`src/rtl/serial_clock_prescaler_select_pkg.sv`:
```
package serial_clock_prescaler_select_pkg;

	// ----------------------------------------------------------------
	// register map
	// ----------------------------------------------------------------
	localparam logic [15:0] SERIAL_CLOCK_SELECT_ADDR = 16'hFF43;
	localparam logic [7:0]  SERIAL_CLOCK_SELECT_RST  = 8'h88;

	// field positions
	localparam int CH0_SEL_LSB       = 0;
	localparam int CH1_SEL_LSB       = 4;
	localparam int BUSY_ENABLE_BIT   = 7;
	localparam int ACK_AUTO_EN_BIT   = 5;
	localparam int OSC_FULL_RATE_BIT = 0;

	// ----------------------------------------------------------------
	// code range
	// ----------------------------------------------------------------
	localparam logic [3:0] SEL_CODE_MIN = 4'h6;
	localparam logic [3:0] SEL_CODE_MAX = 4'hD;
	// i2c mode divides 2^4 more than the 2/3-wire mode for the same code
	localparam logic [3:0] I2C_EXTRA_SHIFT = 4'h4;
	localparam logic [3:0] CODE_TO_EXP_OFS = 4'h5;

	// prescaler width: largest divide is fxx/2^12; PRESC_W is 12, so the count has 13 stages
	localparam int PRESC_W = 12;

	typedef enum logic [1:0] {
		MODE_3WIRE = 2'b00,
		MODE_2WIRE = 2'b01,
		MODE_I2C   = 2'b10
	} ch0_mode_e;

	typedef struct packed {
		logic [3:0] ch1_sel;
		logic [3:0] ch0_sel;
	} clk_sel_s;

	typedef struct packed {
		logic ch1_tick;
		logic ch1_clk;
		logic ch0_tick;
		logic ch0_clk;
	} clk_out_s;

endpackage

```
`src/rtl/serial_clock_prescaler_select.sv`:
```
// Behaviour
// - reset loads the clock select register with 88H, both nibbles at code 1000.
// - low nibble picks channel 0 clock; i2c and 2/3-wire use different divisor sets.
// - high nibble picks channel 1 clock, fxx/2 to fxx/2^8 for codes 0110-1101.
// - fxx is fx with full-rate bit set, else fx/2; code 0110 banned then.
// - busy enable sits at bit 7 of the serial bus control register.
// - ack auto enable sits at bit 5 of the serial bus control register.
// - channel 0 internal clock goes out on o_clk and drives serial clock pin.
`timescale 1ns/100ps
module serial_clock_prescaler_select (
	input  wire logic                                     i_clk_sys,
	input  wire logic                                     i_rstn,
	input  wire logic                                     i_ce,
	input  wire logic [15:0]                              i_addr,
	input  wire logic                                     i_wr,
	input  wire logic                                     i_rd,
	input  wire logic [7:0]                               i_wdata,
	input  wire logic [7:0]                               i_oscillator_mode_reg,
	input  wire logic [7:0]                               i_serial_bus_ctrl_reg,
	input  wire serial_clock_prescaler_select_pkg::ch0_mode_e i_ch0_mode,
	input  wire logic                                     i_ch0_internal_clk,
	output logic [7:0]                                    o_rdata,
	output logic                                          o_rd_hit,
	output serial_clock_prescaler_select_pkg::clk_out_s   o_clk,
	output logic                                          o_sck0,
	output logic                                          o_sck0_oen_n,
	output logic                                          o_busy_enable,
	output logic                                          o_ack_auto_enable,
	output logic                                          o_ch0_prohibited,
	output logic                                          o_ch1_prohibited
);
	import serial_clock_prescaler_select_pkg::*;

	// ----------------------------------------------------------------
	// helpers
	// ----------------------------------------------------------------
	// code is legal and, at full rate, not the banned lowest code
	function automatic logic code_ok(input logic [3:0] code, input logic full);
		code_ok = (code >= SEL_CODE_MIN) && (code <= SEL_CODE_MAX)
			&& !(full && (code == SEL_CODE_MIN));
	endfunction

	// address decode shared by read and write paths
	function automatic logic addr_hit(input logic [15:0] addr);
		addr_hit = (addr == SERIAL_CLOCK_SELECT_ADDR);
	endfunction

	// exponent n of fxx/2^n for the 2/3-wire style table
	function automatic logic [3:0] code_exp(input logic [3:0] code);
		code_exp = code - CODE_TO_EXP_OFS;
	endfunction

	clk_sel_s         sel_ff;
	logic             fxx_en;
	logic             half_ff;
	logic [PRESC_W:0] presc_ff;
	logic [PRESC_W:0] presc_prev_ff;
	logic             full_rate;
	logic [3:0]       exp0;
	logic [3:0]       exp1;
	logic             ok0;
	logic             ok1;
	clk_out_s         nxt_clk;
	clk_out_s         clk_ff;
	logic             wr_sel;
	logic             rd_sel;

	assign full_rate = i_oscillator_mode_reg[OSC_FULL_RATE_BIT];
	assign wr_sel    = i_wr && addr_hit(i_addr);
	assign rd_sel    = i_rd && addr_hit(i_addr);

	// ----------------------------------------------------------------
	// register
	// ----------------------------------------------------------------
	// reset value 88H
	always_ff @(posedge i_clk_sys or negedge i_rstn) begin
		if (!i_rstn) begin
			sel_ff <= clk_sel_s'(SERIAL_CLOCK_SELECT_RST);
		end else if (i_ce && wr_sel) begin
			sel_ff <= clk_sel_s'(i_wdata);
		end
	end

	always_ff @(posedge i_clk_sys or negedge i_rstn) begin
		if (!i_rstn) begin
			o_rdata  <= 8'h00;
			o_rd_hit <= 1'b0;
		end else if (i_ce) begin
			o_rd_hit <= rd_sel;
			// zero when idle so a stale byte never looks like an answer
			o_rdata  <= rd_sel ? sel_ff : 8'h00;
		end
	end

	// ----------------------------------------------------------------
	// prescaler
	// ----------------------------------------------------------------
	// fxx base: every clock, or every second one
	always_ff @(posedge i_clk_sys or negedge i_rstn) begin
		if (!i_rstn) begin
			half_ff <= 1'b0;
		end else if (i_ce) begin
			half_ff <= ~half_ff;
		end
	end
	assign fxx_en = full_rate | half_ff;

	always_ff @(posedge i_clk_sys or negedge i_rstn) begin
		if (!i_rstn) begin
			presc_ff      <= '0;
			presc_prev_ff <= '0;
		end else if (i_ce && fxx_en) begin
			presc_ff      <= presc_ff + 1'b1;
			presc_prev_ff <= presc_ff;
		end
	end

	// ----------------------------------------------------------------
	// selection
	// ----------------------------------------------------------------
	logic [1:0][3:0] sel_code;
	logic [1:0][3:0] sel_exp;
	logic [1:0]      sel_ok;
	logic [1:0]      tap_now;
	logic [1:0]      tap_prev;
	logic [1:0]      clk_lvl;
	logic [1:0]      clk_rise;

	assign sel_code[0] = sel_ff.ch0_sel;
	assign sel_code[1] = sel_ff.ch1_sel;

	// channel 0 exponent shifts by mode
	always_comb begin
		exp0 = code_exp(sel_ff.ch0_sel);
		if (i_ch0_mode == MODE_I2C) begin
			exp0 = code_exp(sel_ff.ch0_sel) + I2C_EXTRA_SHIFT;
		end
	end
	assign exp1 = code_exp(sel_ff.ch1_sel);
	assign sel_exp[0] = exp0;
	assign sel_exp[1] = exp1;

	// both channels share one tap picker
	genvar ch;
	generate
		for (ch = 0; ch < 2; ch++) begin : g_tap
			assign sel_ok[ch]   = code_ok(sel_code[ch], full_rate);
			// bit n-1 of the count toggles at fxx/2^n
			assign tap_now[ch]  = presc_ff[sel_exp[ch] - 4'h1];
			assign tap_prev[ch] = presc_prev_ff[sel_exp[ch] - 4'h1];
			// prohibited codes park low rather than pick a stray tap
			assign clk_lvl[ch]  = sel_ok[ch] && tap_now[ch];
			assign clk_rise[ch] = sel_ok[ch] && fxx_en && tap_now[ch] && !tap_prev[ch];
		end
	endgenerate
	assign ok0 = sel_ok[0];
	assign ok1 = sel_ok[1];

	// tick marks the rising edge of the selected clock, one cycle wide
	always_comb begin
		nxt_clk          = '0;
		nxt_clk.ch0_clk  = clk_lvl[0];
		nxt_clk.ch0_tick = clk_rise[0];
		nxt_clk.ch1_clk  = clk_lvl[1];
		nxt_clk.ch1_tick = clk_rise[1];
	end

	always_ff @(posedge i_clk_sys or negedge i_rstn) begin
		if (!i_rstn) begin
			clk_ff <= '0;
		end else if (i_ce) begin
			clk_ff <= nxt_clk;
		end
	end
	assign o_clk = clk_ff;

	// ----------------------------------------------------------------
	// pin and control fields
	// ----------------------------------------------------------------
	// internal clock drives the serial clock pin; idle high
	always_ff @(posedge i_clk_sys or negedge i_rstn) begin
		if (!i_rstn) begin
			o_sck0       <= 1'b1;
			o_sck0_oen_n <= 1'b1;
		end else if (i_ce) begin
			o_sck0       <= i_ch0_internal_clk ? nxt_clk.ch0_clk : 1'b1;
			o_sck0_oen_n <= ~i_ch0_internal_clk;
		end
	end

	always_ff @(posedge i_clk_sys or negedge i_rstn) begin
		if (!i_rstn) begin
			o_busy_enable     <= 1'b0;
			o_ack_auto_enable <= 1'b0;
		end else if (i_ce) begin
			o_busy_enable     <= i_serial_bus_ctrl_reg[BUSY_ENABLE_BIT];
			o_ack_auto_enable <= i_serial_bus_ctrl_reg[ACK_AUTO_EN_BIT];
		end
	end

	// ----------------------------------------------------------------
	// prohibited-setting flags
	// ----------------------------------------------------------------
	// flags only report; software must still avoid the banned codes
	always_ff @(posedge i_clk_sys or negedge i_rstn) begin
		if (!i_rstn) begin
			o_ch0_prohibited <= 1'b0;
			o_ch1_prohibited <= 1'b0;
		end else if (i_ce) begin
			o_ch0_prohibited <= ~ok0;
			o_ch1_prohibited <= ~ok1;
		end
	end

endmodule

```
`config.mk`:
```
export PLATFORM = sky130hd
export DESIGN_NAME = serial_clock_prescaler_select
export DESIGN_NICKNAME = d
export VERILOG_FILES = /design/src/rtl/serial_clock_prescaler_select_pkg.sv /design/src/rtl/serial_clock_prescaler_select.sv
export SDC_FILE = /design/constraint.sdc
export NUM_CORES = 1
export LEC_CHECK = 0
export BUFFER_PORTS_ARGS = -buffer_cell sky130_fd_sc_hd__buf_4
export CORE_ASPECT_RATIO = 1.4
export CORE_MARGIN = 2
export CORE_UTILIZATION = 45
export DETAILED_ROUTE_END_ITERATION = 6
export PLACE_DENSITY = 0.69
export SLEW_MARGIN = 20
export SYNTH_ARGS = -nofsm -noshare
export SYNTH_HDL_FRONTEND = slang
export SYNTH_SLANG_ARGS = --single-unit
```
`constraint.sdc`:
```
create_clock -name i_clk_sys -period 3.15 [get_ports i_clk_sys]
set_input_delay 0.1575 -clock i_clk_sys [delete_from_list [all_inputs] [get_ports i_clk_sys]]
set_output_delay 0.1575 -clock i_clk_sys [all_outputs]
set_load 0.01 [all_outputs]
```
==> results of run 1 <==
-- sequential cells by signal (all words and copies together) (netlist names) --
name / flops
o_ch1_prohibited: 1
o_sck0: 1
o_rd_hit: 1
o_busy_enable: 1
o_ack_auto_enable: 1
presc_prev_ff: 13
sel_code: 8
presc_ff: 13
o_ch0_prohibited: 1
half_ff: 1
o_clk: 4
o_sck0_oen_n: 1
o_rdata: 8
-- through the flow --
step	setup WS (ns)	hold slack (ns)	util
after global routing	0.3564	0.05934	0.5666
after CTS	0.5473	0.06863	0.5666
final	0.5853	0.07285	0.5666
after detailed placement	0.5650	0.2517	0.5469
after floorplan	0.6182	-0.1381	-
after global placement	0.5680	0.2474	0.5469
-- placed cells by master, fill, tap and decap left out, types with 2 or more instances in the layout --
master	count
nand2_1	56
and3_1	3
nor4bb_1	2
xor2_1	5
xnor2_1	11
mux2i_1	3
clkbuf_8	6
nand3_1	6
a22o_1	8
buf_4	57
mux2_2	13
a21oi_1	4
inv_1	4
dfrtp_1	50
nor3_1	3
o21a_1	2
dfstp_2	4
nor2_1	6
nor2b_1	2
o21ai_0	3
ha_1	5
nand4_1	5
mux4_2	12
dlygate4sd3_1	2
-- layout make-up --
type	count	area [um2]	share of cell area
flip-flops and latches	54	1356	0.4083
multi-input cells	169	1320	0.3974
repair buffers	59	447.9	0.1348
well taps	70	87.58	0.02637
clock buffers	6	82.58	0.02486
inverters	4	15.01	0.004520
clock inverters	2	12.51	0.003766
-- routing by layer --
| layer | vias up | share of wire | global-route usage |
|---|---|---|---|
| met5 | - | 0 | 0 |
| met1 | 982 | 0.42 | 0.2256 |
| met2 | 51 | 0.51 | 0.3175 |
| li1 | 958 | - | - |
| met4 | 0 | 0.014 | 0.04808 |
| met3 | 8 | 0.050 | 0.04293 |
-- report_power, final --
part           internal [W]  leakage, nW  switching [W]  total (W)
Sequential         0.000784        0.706       0.000107   0.000891
Clock              0.000177       0.0472       0.000226   0.000403
Combinational      0.000154        0.815       0.000124   0.000278
-- Yosys cell counts (2+ instances only) --
master,count
dfstp_2,4
dfrtp_1,50
nand4_1,5
nor4bb_1,2
buf_2,2
mux2i_1,3
a22o_1,8
a21oi_1,4
and3_1,3
mux2_2,13
nand3_1,6
xnor2_1,11
mux4_2,12
nand2_1,56
nor3_1,3
clkbuf_1,5
xor2_1,5
nor2_1,6
inv_1,4
o21a_1,2
ha_1,5
o21ai_0,3
nor2b_1,2
-- cells by family after synthesis --
| kind of cell | after synthesis | synth area share |
|---|---|---|
| AOI/OAI and AO/OA | 28 | 0.07865 |
| buffers and inverters | 14 | 0.02195 |
| DFF | 54 | 0.4957 |
| xor gates and xnor gates | 17 | 0.05990 |
| adders and majority gates | 5 | 0.02286 |
| and+or+nand+nor | 90 | 0.1523 |
| muxes | 29 | 0.1687 |
-- worst max-delay path: cells and delay by family, from the launching register on --
kind	cells	cell delay (ns)
adder cells (fa/ha/maj)	1	0.51
flip-flops	1	0.43
AO/OA/AOI/OAI	3	0.88
buffers and inverters	1	0.08
multiplexers	1	0.55
-- how the worst max path moves through the flow --
stage	start	end	slack (ns)	cells after the start
finish	sel_code[1]	o_clk[1]	0.59	6
detailed placement	sel_code[1]	o_clk[0]	0.57	6
CTS	sel_code[1]	o_clk[0]	0.55	6
floorplan	sel_code[0]	o_clk[0]	0.62	8
global placement	sel_code[1]	o_clk[0]	0.57	6
global route	sel_code[1]	o_clk[0]	0.36	6
==> results.cfg, run 1 <==
[status]
status = completed

[worst_setup_path]
worstPathCellList = inv_1 > ha_1 > mux4_2 > a2111oi_1 > a211oi_2 > a32o_1
end_kind = flop
critPathKind = flop to flop
max_stage_delay_ns = 0.55
ff2ff_setup_slack_ns = 0.59
cp-start-kind = flop
cp.arrival_ns = 2.76
cp_slowest_cell = mux4_2
r2r-start = sel_code[1]
reg2reg_depth = 6
cp_data_required_time_ns = 3.34
r2r_end = o_clk[1]
cp_max_fo = 9

[synth]
syn_inst = 237
synth.top_cells.by_area = dfrtp_1 (46%), mux4_2 (9.9%), nand2_1 (7.7%)
yosys.area.top_type = dfrtp_1
avgSynthCellArea_um2 = 11.55
synth_nets = 290
synth_edf_count = 0
yosysUniqueCellTypes = 46
syn_area_um2 = 2736
synth_flop_cell = dfrtp_1
yosys_warnings = 0
async_flop_share = 1.000
synth-seq-area-share = 0.4957
ys_ff_latch = 54
synth_top_area_share = 0.4572

[route]
vias = 1999
drt_wl_total_um = 5726
drtIter0Drc = 135
drc = 0
vias_per_cell = 5.492
wl_per_cell_um = 15.73
ant_nets = 0
first_pass_iters = 4

[clock_network]
htreeDepth = 2
cts.clk_slew.worst_paths_ns = 0.10
cts_num_sinks = 54
ctsHoldBuffers = 2
postCtsSetupBuffers = 0
cts_buffers = 5
cts_root_buffer = clkbuf_8
tritoncts = done
cts_resized = 0
clockBufferDepth = 2
clk_latency_ns = 0.31

[timing]
tightest_slew_ns = 0.7002
final_max_slew_viol_count = 0
fin_skew_ns = 0.01148
period_needed_ns = 2.565
slew_headroom = 0.5332
finalSetupTns_ns = 0
post-route-period-util = 0.8142
hold_violations = 0
setup_viol = 0
max_freq_mhz = 389.9
grt_setup_unrepaired = false

[finish]
drive_above_1_share = 0.3299
area_delta_synth_final_pct = 21.40
num_antenna_cells = 0
final_cell_count_no_fill = 364
fin_nets = 346
fillers = 503
final_cell_area_um2 = 3322

[worst_hold_path]
hold_depth = 2
hold_end = sel_code[4]
holdCritStartpoint = i_wdata[4]
worstHoldPathType = input pin to flop

[grt]
grt_max_degree = 55
grt_antenna_before_repair = 0
groute.usage.overall = 0.1810
grt_pass1_vias = 1943
grt_overflow = 0
grt_pass1_wl_um = 9577

[die]
die_w_um = 69.91
start_util = 0.4667
core_um2 = 5863
die_y_um = 96.27
fp.dieArea_um2 = 6729
ios = 67
row_count = 33

[power_and_ir_drop]
power_density_nw_per_um2 = 473.3
total_power_w = 0.001572
p_leak_nw = 1.569
vdd_drop_max_mv = 0.2683

[job]
maxCapViolations = 0

[placed_design]
globalplace.congestion = 0.7224
hpwl_um = 4057
port-buffer-count = 53
place_area_um2 = 3207
dpl.cell_count = 354
(Power assumes the default switching activity.)
==> run 2, diff against run 1 <==
- ABC_AREA: not set -> 1
- PLACE_DENSITY: 0.69 -> 0.68
- clock period: 3.15 -> 2.7 ns (I/O delays scaled with it)
==> run 2 against run 1 <==
  * Sequential cell count did not move
  * Synthesized area rose by 9.1%
  * Via count rose by 34%
  * Global-route usage rose by 2.9 points
  * Final cell count rose by 41%
  * Critical path type unchanged
  * Core utilization fell by 1.3 points
  * Final area rose by 8.1%
  * Non-clock buffer count fell by 2
  * Highest routed layer unchanged
==> results.cfg, run 2 <==
[timing]
post-route-period-util = 0.7773
final_max_slew_viol_count = 0
max_freq_mhz = 476.5
grt_setup_unrepaired = false
finalSetupTns_ns = 0
fin_skew_ns = 0.006712
period_needed_ns = 2.099
slew_headroom = 0.5623
tightest_slew_ns = 0.6565
hold_violations = 0
setup_viol = 0

[worst_setup_path]
cp-endpoint = o_sck0
critPathKind = flop to flop
ff2ff_setup_slack_ns = 0.60
r2r_end = o_sck0
reg2reg_depth = 16
end_kind = flop
cp_data_required_time_ns = 2.96
cp-startpoint = sel_code[1]
r2r-start = sel_code[1]
cp.arrival_ns = 2.36
cp_max_fo = 9
cp-start-kind = flop

[finish]
final_cell_area_um2 = 3591
reg_top3 = presc_ff: 13 flops, presc_prev_ff: 13 flops
final_cell_count_no_fill = 515
num_antenna_cells = 0
area_delta_synth_final_pct = 20.34
final_cell_mix = nand2_1 (131), buf_4 (56), dfrtp_1 (50)
drive_above_1_share = 0.1950
fin_nets = 493
final_util = 0.5541
final_common_cell = nand2_1

[synth]
yosysUniqueCellTypes = 31
synth_flop_cell = dfrtp_1
syn_inst = 387
synth.top_cells.by_area = dfrtp_1 (42%), nand2_1 (16%), nand3_1 (7.4%)
synth-seq-area-share = 0.4545
async_flop_share = 1.000
ys_ff_latch = 54
synth_most_common_cell = nand2_1
avgSynthCellArea_um2 = 7.711
synth_commonest_cells = nand2_1 (131), dfrtp_1 (50), nand3_1 (44)
syn_area_um2 = 2984
synth_top_area_share = 0.4193
synth_edf_count = 0
yosys.area.top_type = dfrtp_1
synth_nets = 440
yosys_warnings = 0

[power_and_ir_drop]
power.switching_w = 0.0006812
seqPwrFrac = 0.502
p_comb_frac = 0.202
power_density_nw_per_um2 = 617.1
vdd_drop_max_mv = 0.4382
p_leak_nw = 1.882
p_sw_frac = 0.3074
p_int_w = 0.001535
pwr-share-clk = 0.296

[route]
drtIter0Drc = 113
vias = 2669
drc = 0
vias_per_cell = 5.183
drt_wl_total_um = 7243
wl_per_cell_um = 14.06
ant_nets = 0
first_pass_iters = 4

[clock_network]
cts_buffers = 5
ctsHoldBuffers = 1
cts_resized = 0
cts_root_buffer = clkbuf_8
htreeDepth = 2
clk_latency_ns = 0.31
cts.clk_slew.worst_paths_ns = 0.10
tritoncts = done
cts_num_sinks = 54
clockBufferDepth = 2
postCtsSetupBuffers = 0

[grt]
grt_overflow = 0
groute.usage.overall = 0.2101
grt_max_degree = 55
grt_pass1_wl_um = 11980
grt_pass1_vias = 2501
grt_antenna_before_repair = 0

[die]
row_count = 35
die_w_um = 72.83
start_util = 0.4604
die_y_um = 100.4
fp.dieArea_um2 = 7308
core_um2 = 6481
ios = 67

[placed_design]
hpwl_um = 5520
place_area_um2 = 3438
dpl.cell_count = 506
port-buffer-count = 53
globalplace.congestion = 0.9493

[job]
maxCapViolations = 0

[status]
status = completed

[worst_hold_path]
worstHoldPathType = input pin to flop
[run 2: changes by cell type in the layout (fill, tap and decap cells not counted), sizes merged, moves of 9 or more]
| cell | delta |
|---|---|
| inv | +36 |
| xnor2 | -11 |
| nand3 | +41 |
| nor2 | +15 |
| mux2 | -14 |
| o21ai | +26 |
| xor2 | +9 |
| nand2 | +78 |
| mux4 | -12 |
[run 2: logic make-up after synthesis]
group / after synthesis / synth area share
buffers and inverters: 51 / 0.07086
adders and majority gates: 5 / 0.02096
DFF: 54 / 0.4545
AOI/OAI and AO/OA: 44 / 0.08428
xor gates and xnor gates: 14 / 0.04109
and+or+nand+nor: 219 / 0.3283
[run 2: worst min path at each step]
stage | startpoint | end | slack [ns] | cells after the start
2_1_floorplan | i_rstn | half_ff | -0.16 | 0
6_report | i_serial_bus_ctrl_reg[7] | o_busy_enable | 0.02 | 3
5_1_grt | i_serial_bus_ctrl_reg[5] | o_ack_auto_enable | 0.02 | 3
4_1_cts | i_serial_bus_ctrl_reg[7] | o_busy_enable | 0.02 | 3
3_5_place_dp | i_rstn | sel_code[2] | 0.22 | 1
3_3_place_gp | i_rstn | sel_code[2] | 0.21 | 1
[run 2: through the flow]
step                      setup WS [ns]  power, W  hold WS [ns]
after global placement           0.6079  0.001566        0.2117
after floorplan                  0.8957  0.001384       -0.1606
after detailed placement         0.5973  0.001577        0.2173
after global routing             0.2772  0.002348       0.02383
after CTS                        0.5719  0.002239       0.01821
final                            0.6013  0.002216       0.02398
[run 2: worst max-delay path, cell delays in order (launching register included)]
cell and delay [ns]:
dfrtp_1 0.40, inv_1 0.10, ha_1 0.48, nand2_1 0.11, inv_1 0.19, nand2_1 0.08, nand2_1 0.06, inv_1 0.04
nand2_1 0.05, nand3_1 0.07, nand2_1 0.07, inv_1 0.04, nand2_1 0.04, nand2_1 0.05, nor2_2 0.12, nand2_1 0.09
nand2_1 0.06
[run 2: routing by layer]
layer,routed length (um),track usage,share of wire
met1,3055,0.2613,0.42
met2,3593,0.3580,0.50
met3,338,0.03112,0.047
met4,256,0.08974,0.035
met5,0,0,0
[run 2: cell type report]
class                      instances  area, um2
tap                               74      92.59
sequential                        54       1356
fill                             630       2890
inverter                          40      152.6
clock buffer                       6      82.58
timing repair buffer              57      430.4
multi-input combinational        282       1416
clock inverter                     2      60.06
[run 2: power by group through the flow]
stage / Sequential, W / Combinational (W) / Clock (W)
finish: 0.00111 / 0.000447 / 0.000655
global route: 0.00113 / 0.000519 / 0.000700
CTS: 0.00111 / 0.000454 / 0.000673
detailed placement: 0.00113 / 0.000452 / 0
global placement: 0.00112 / 0.000443 / 0
floorplan: 0.00108 / 0.000307 / 0
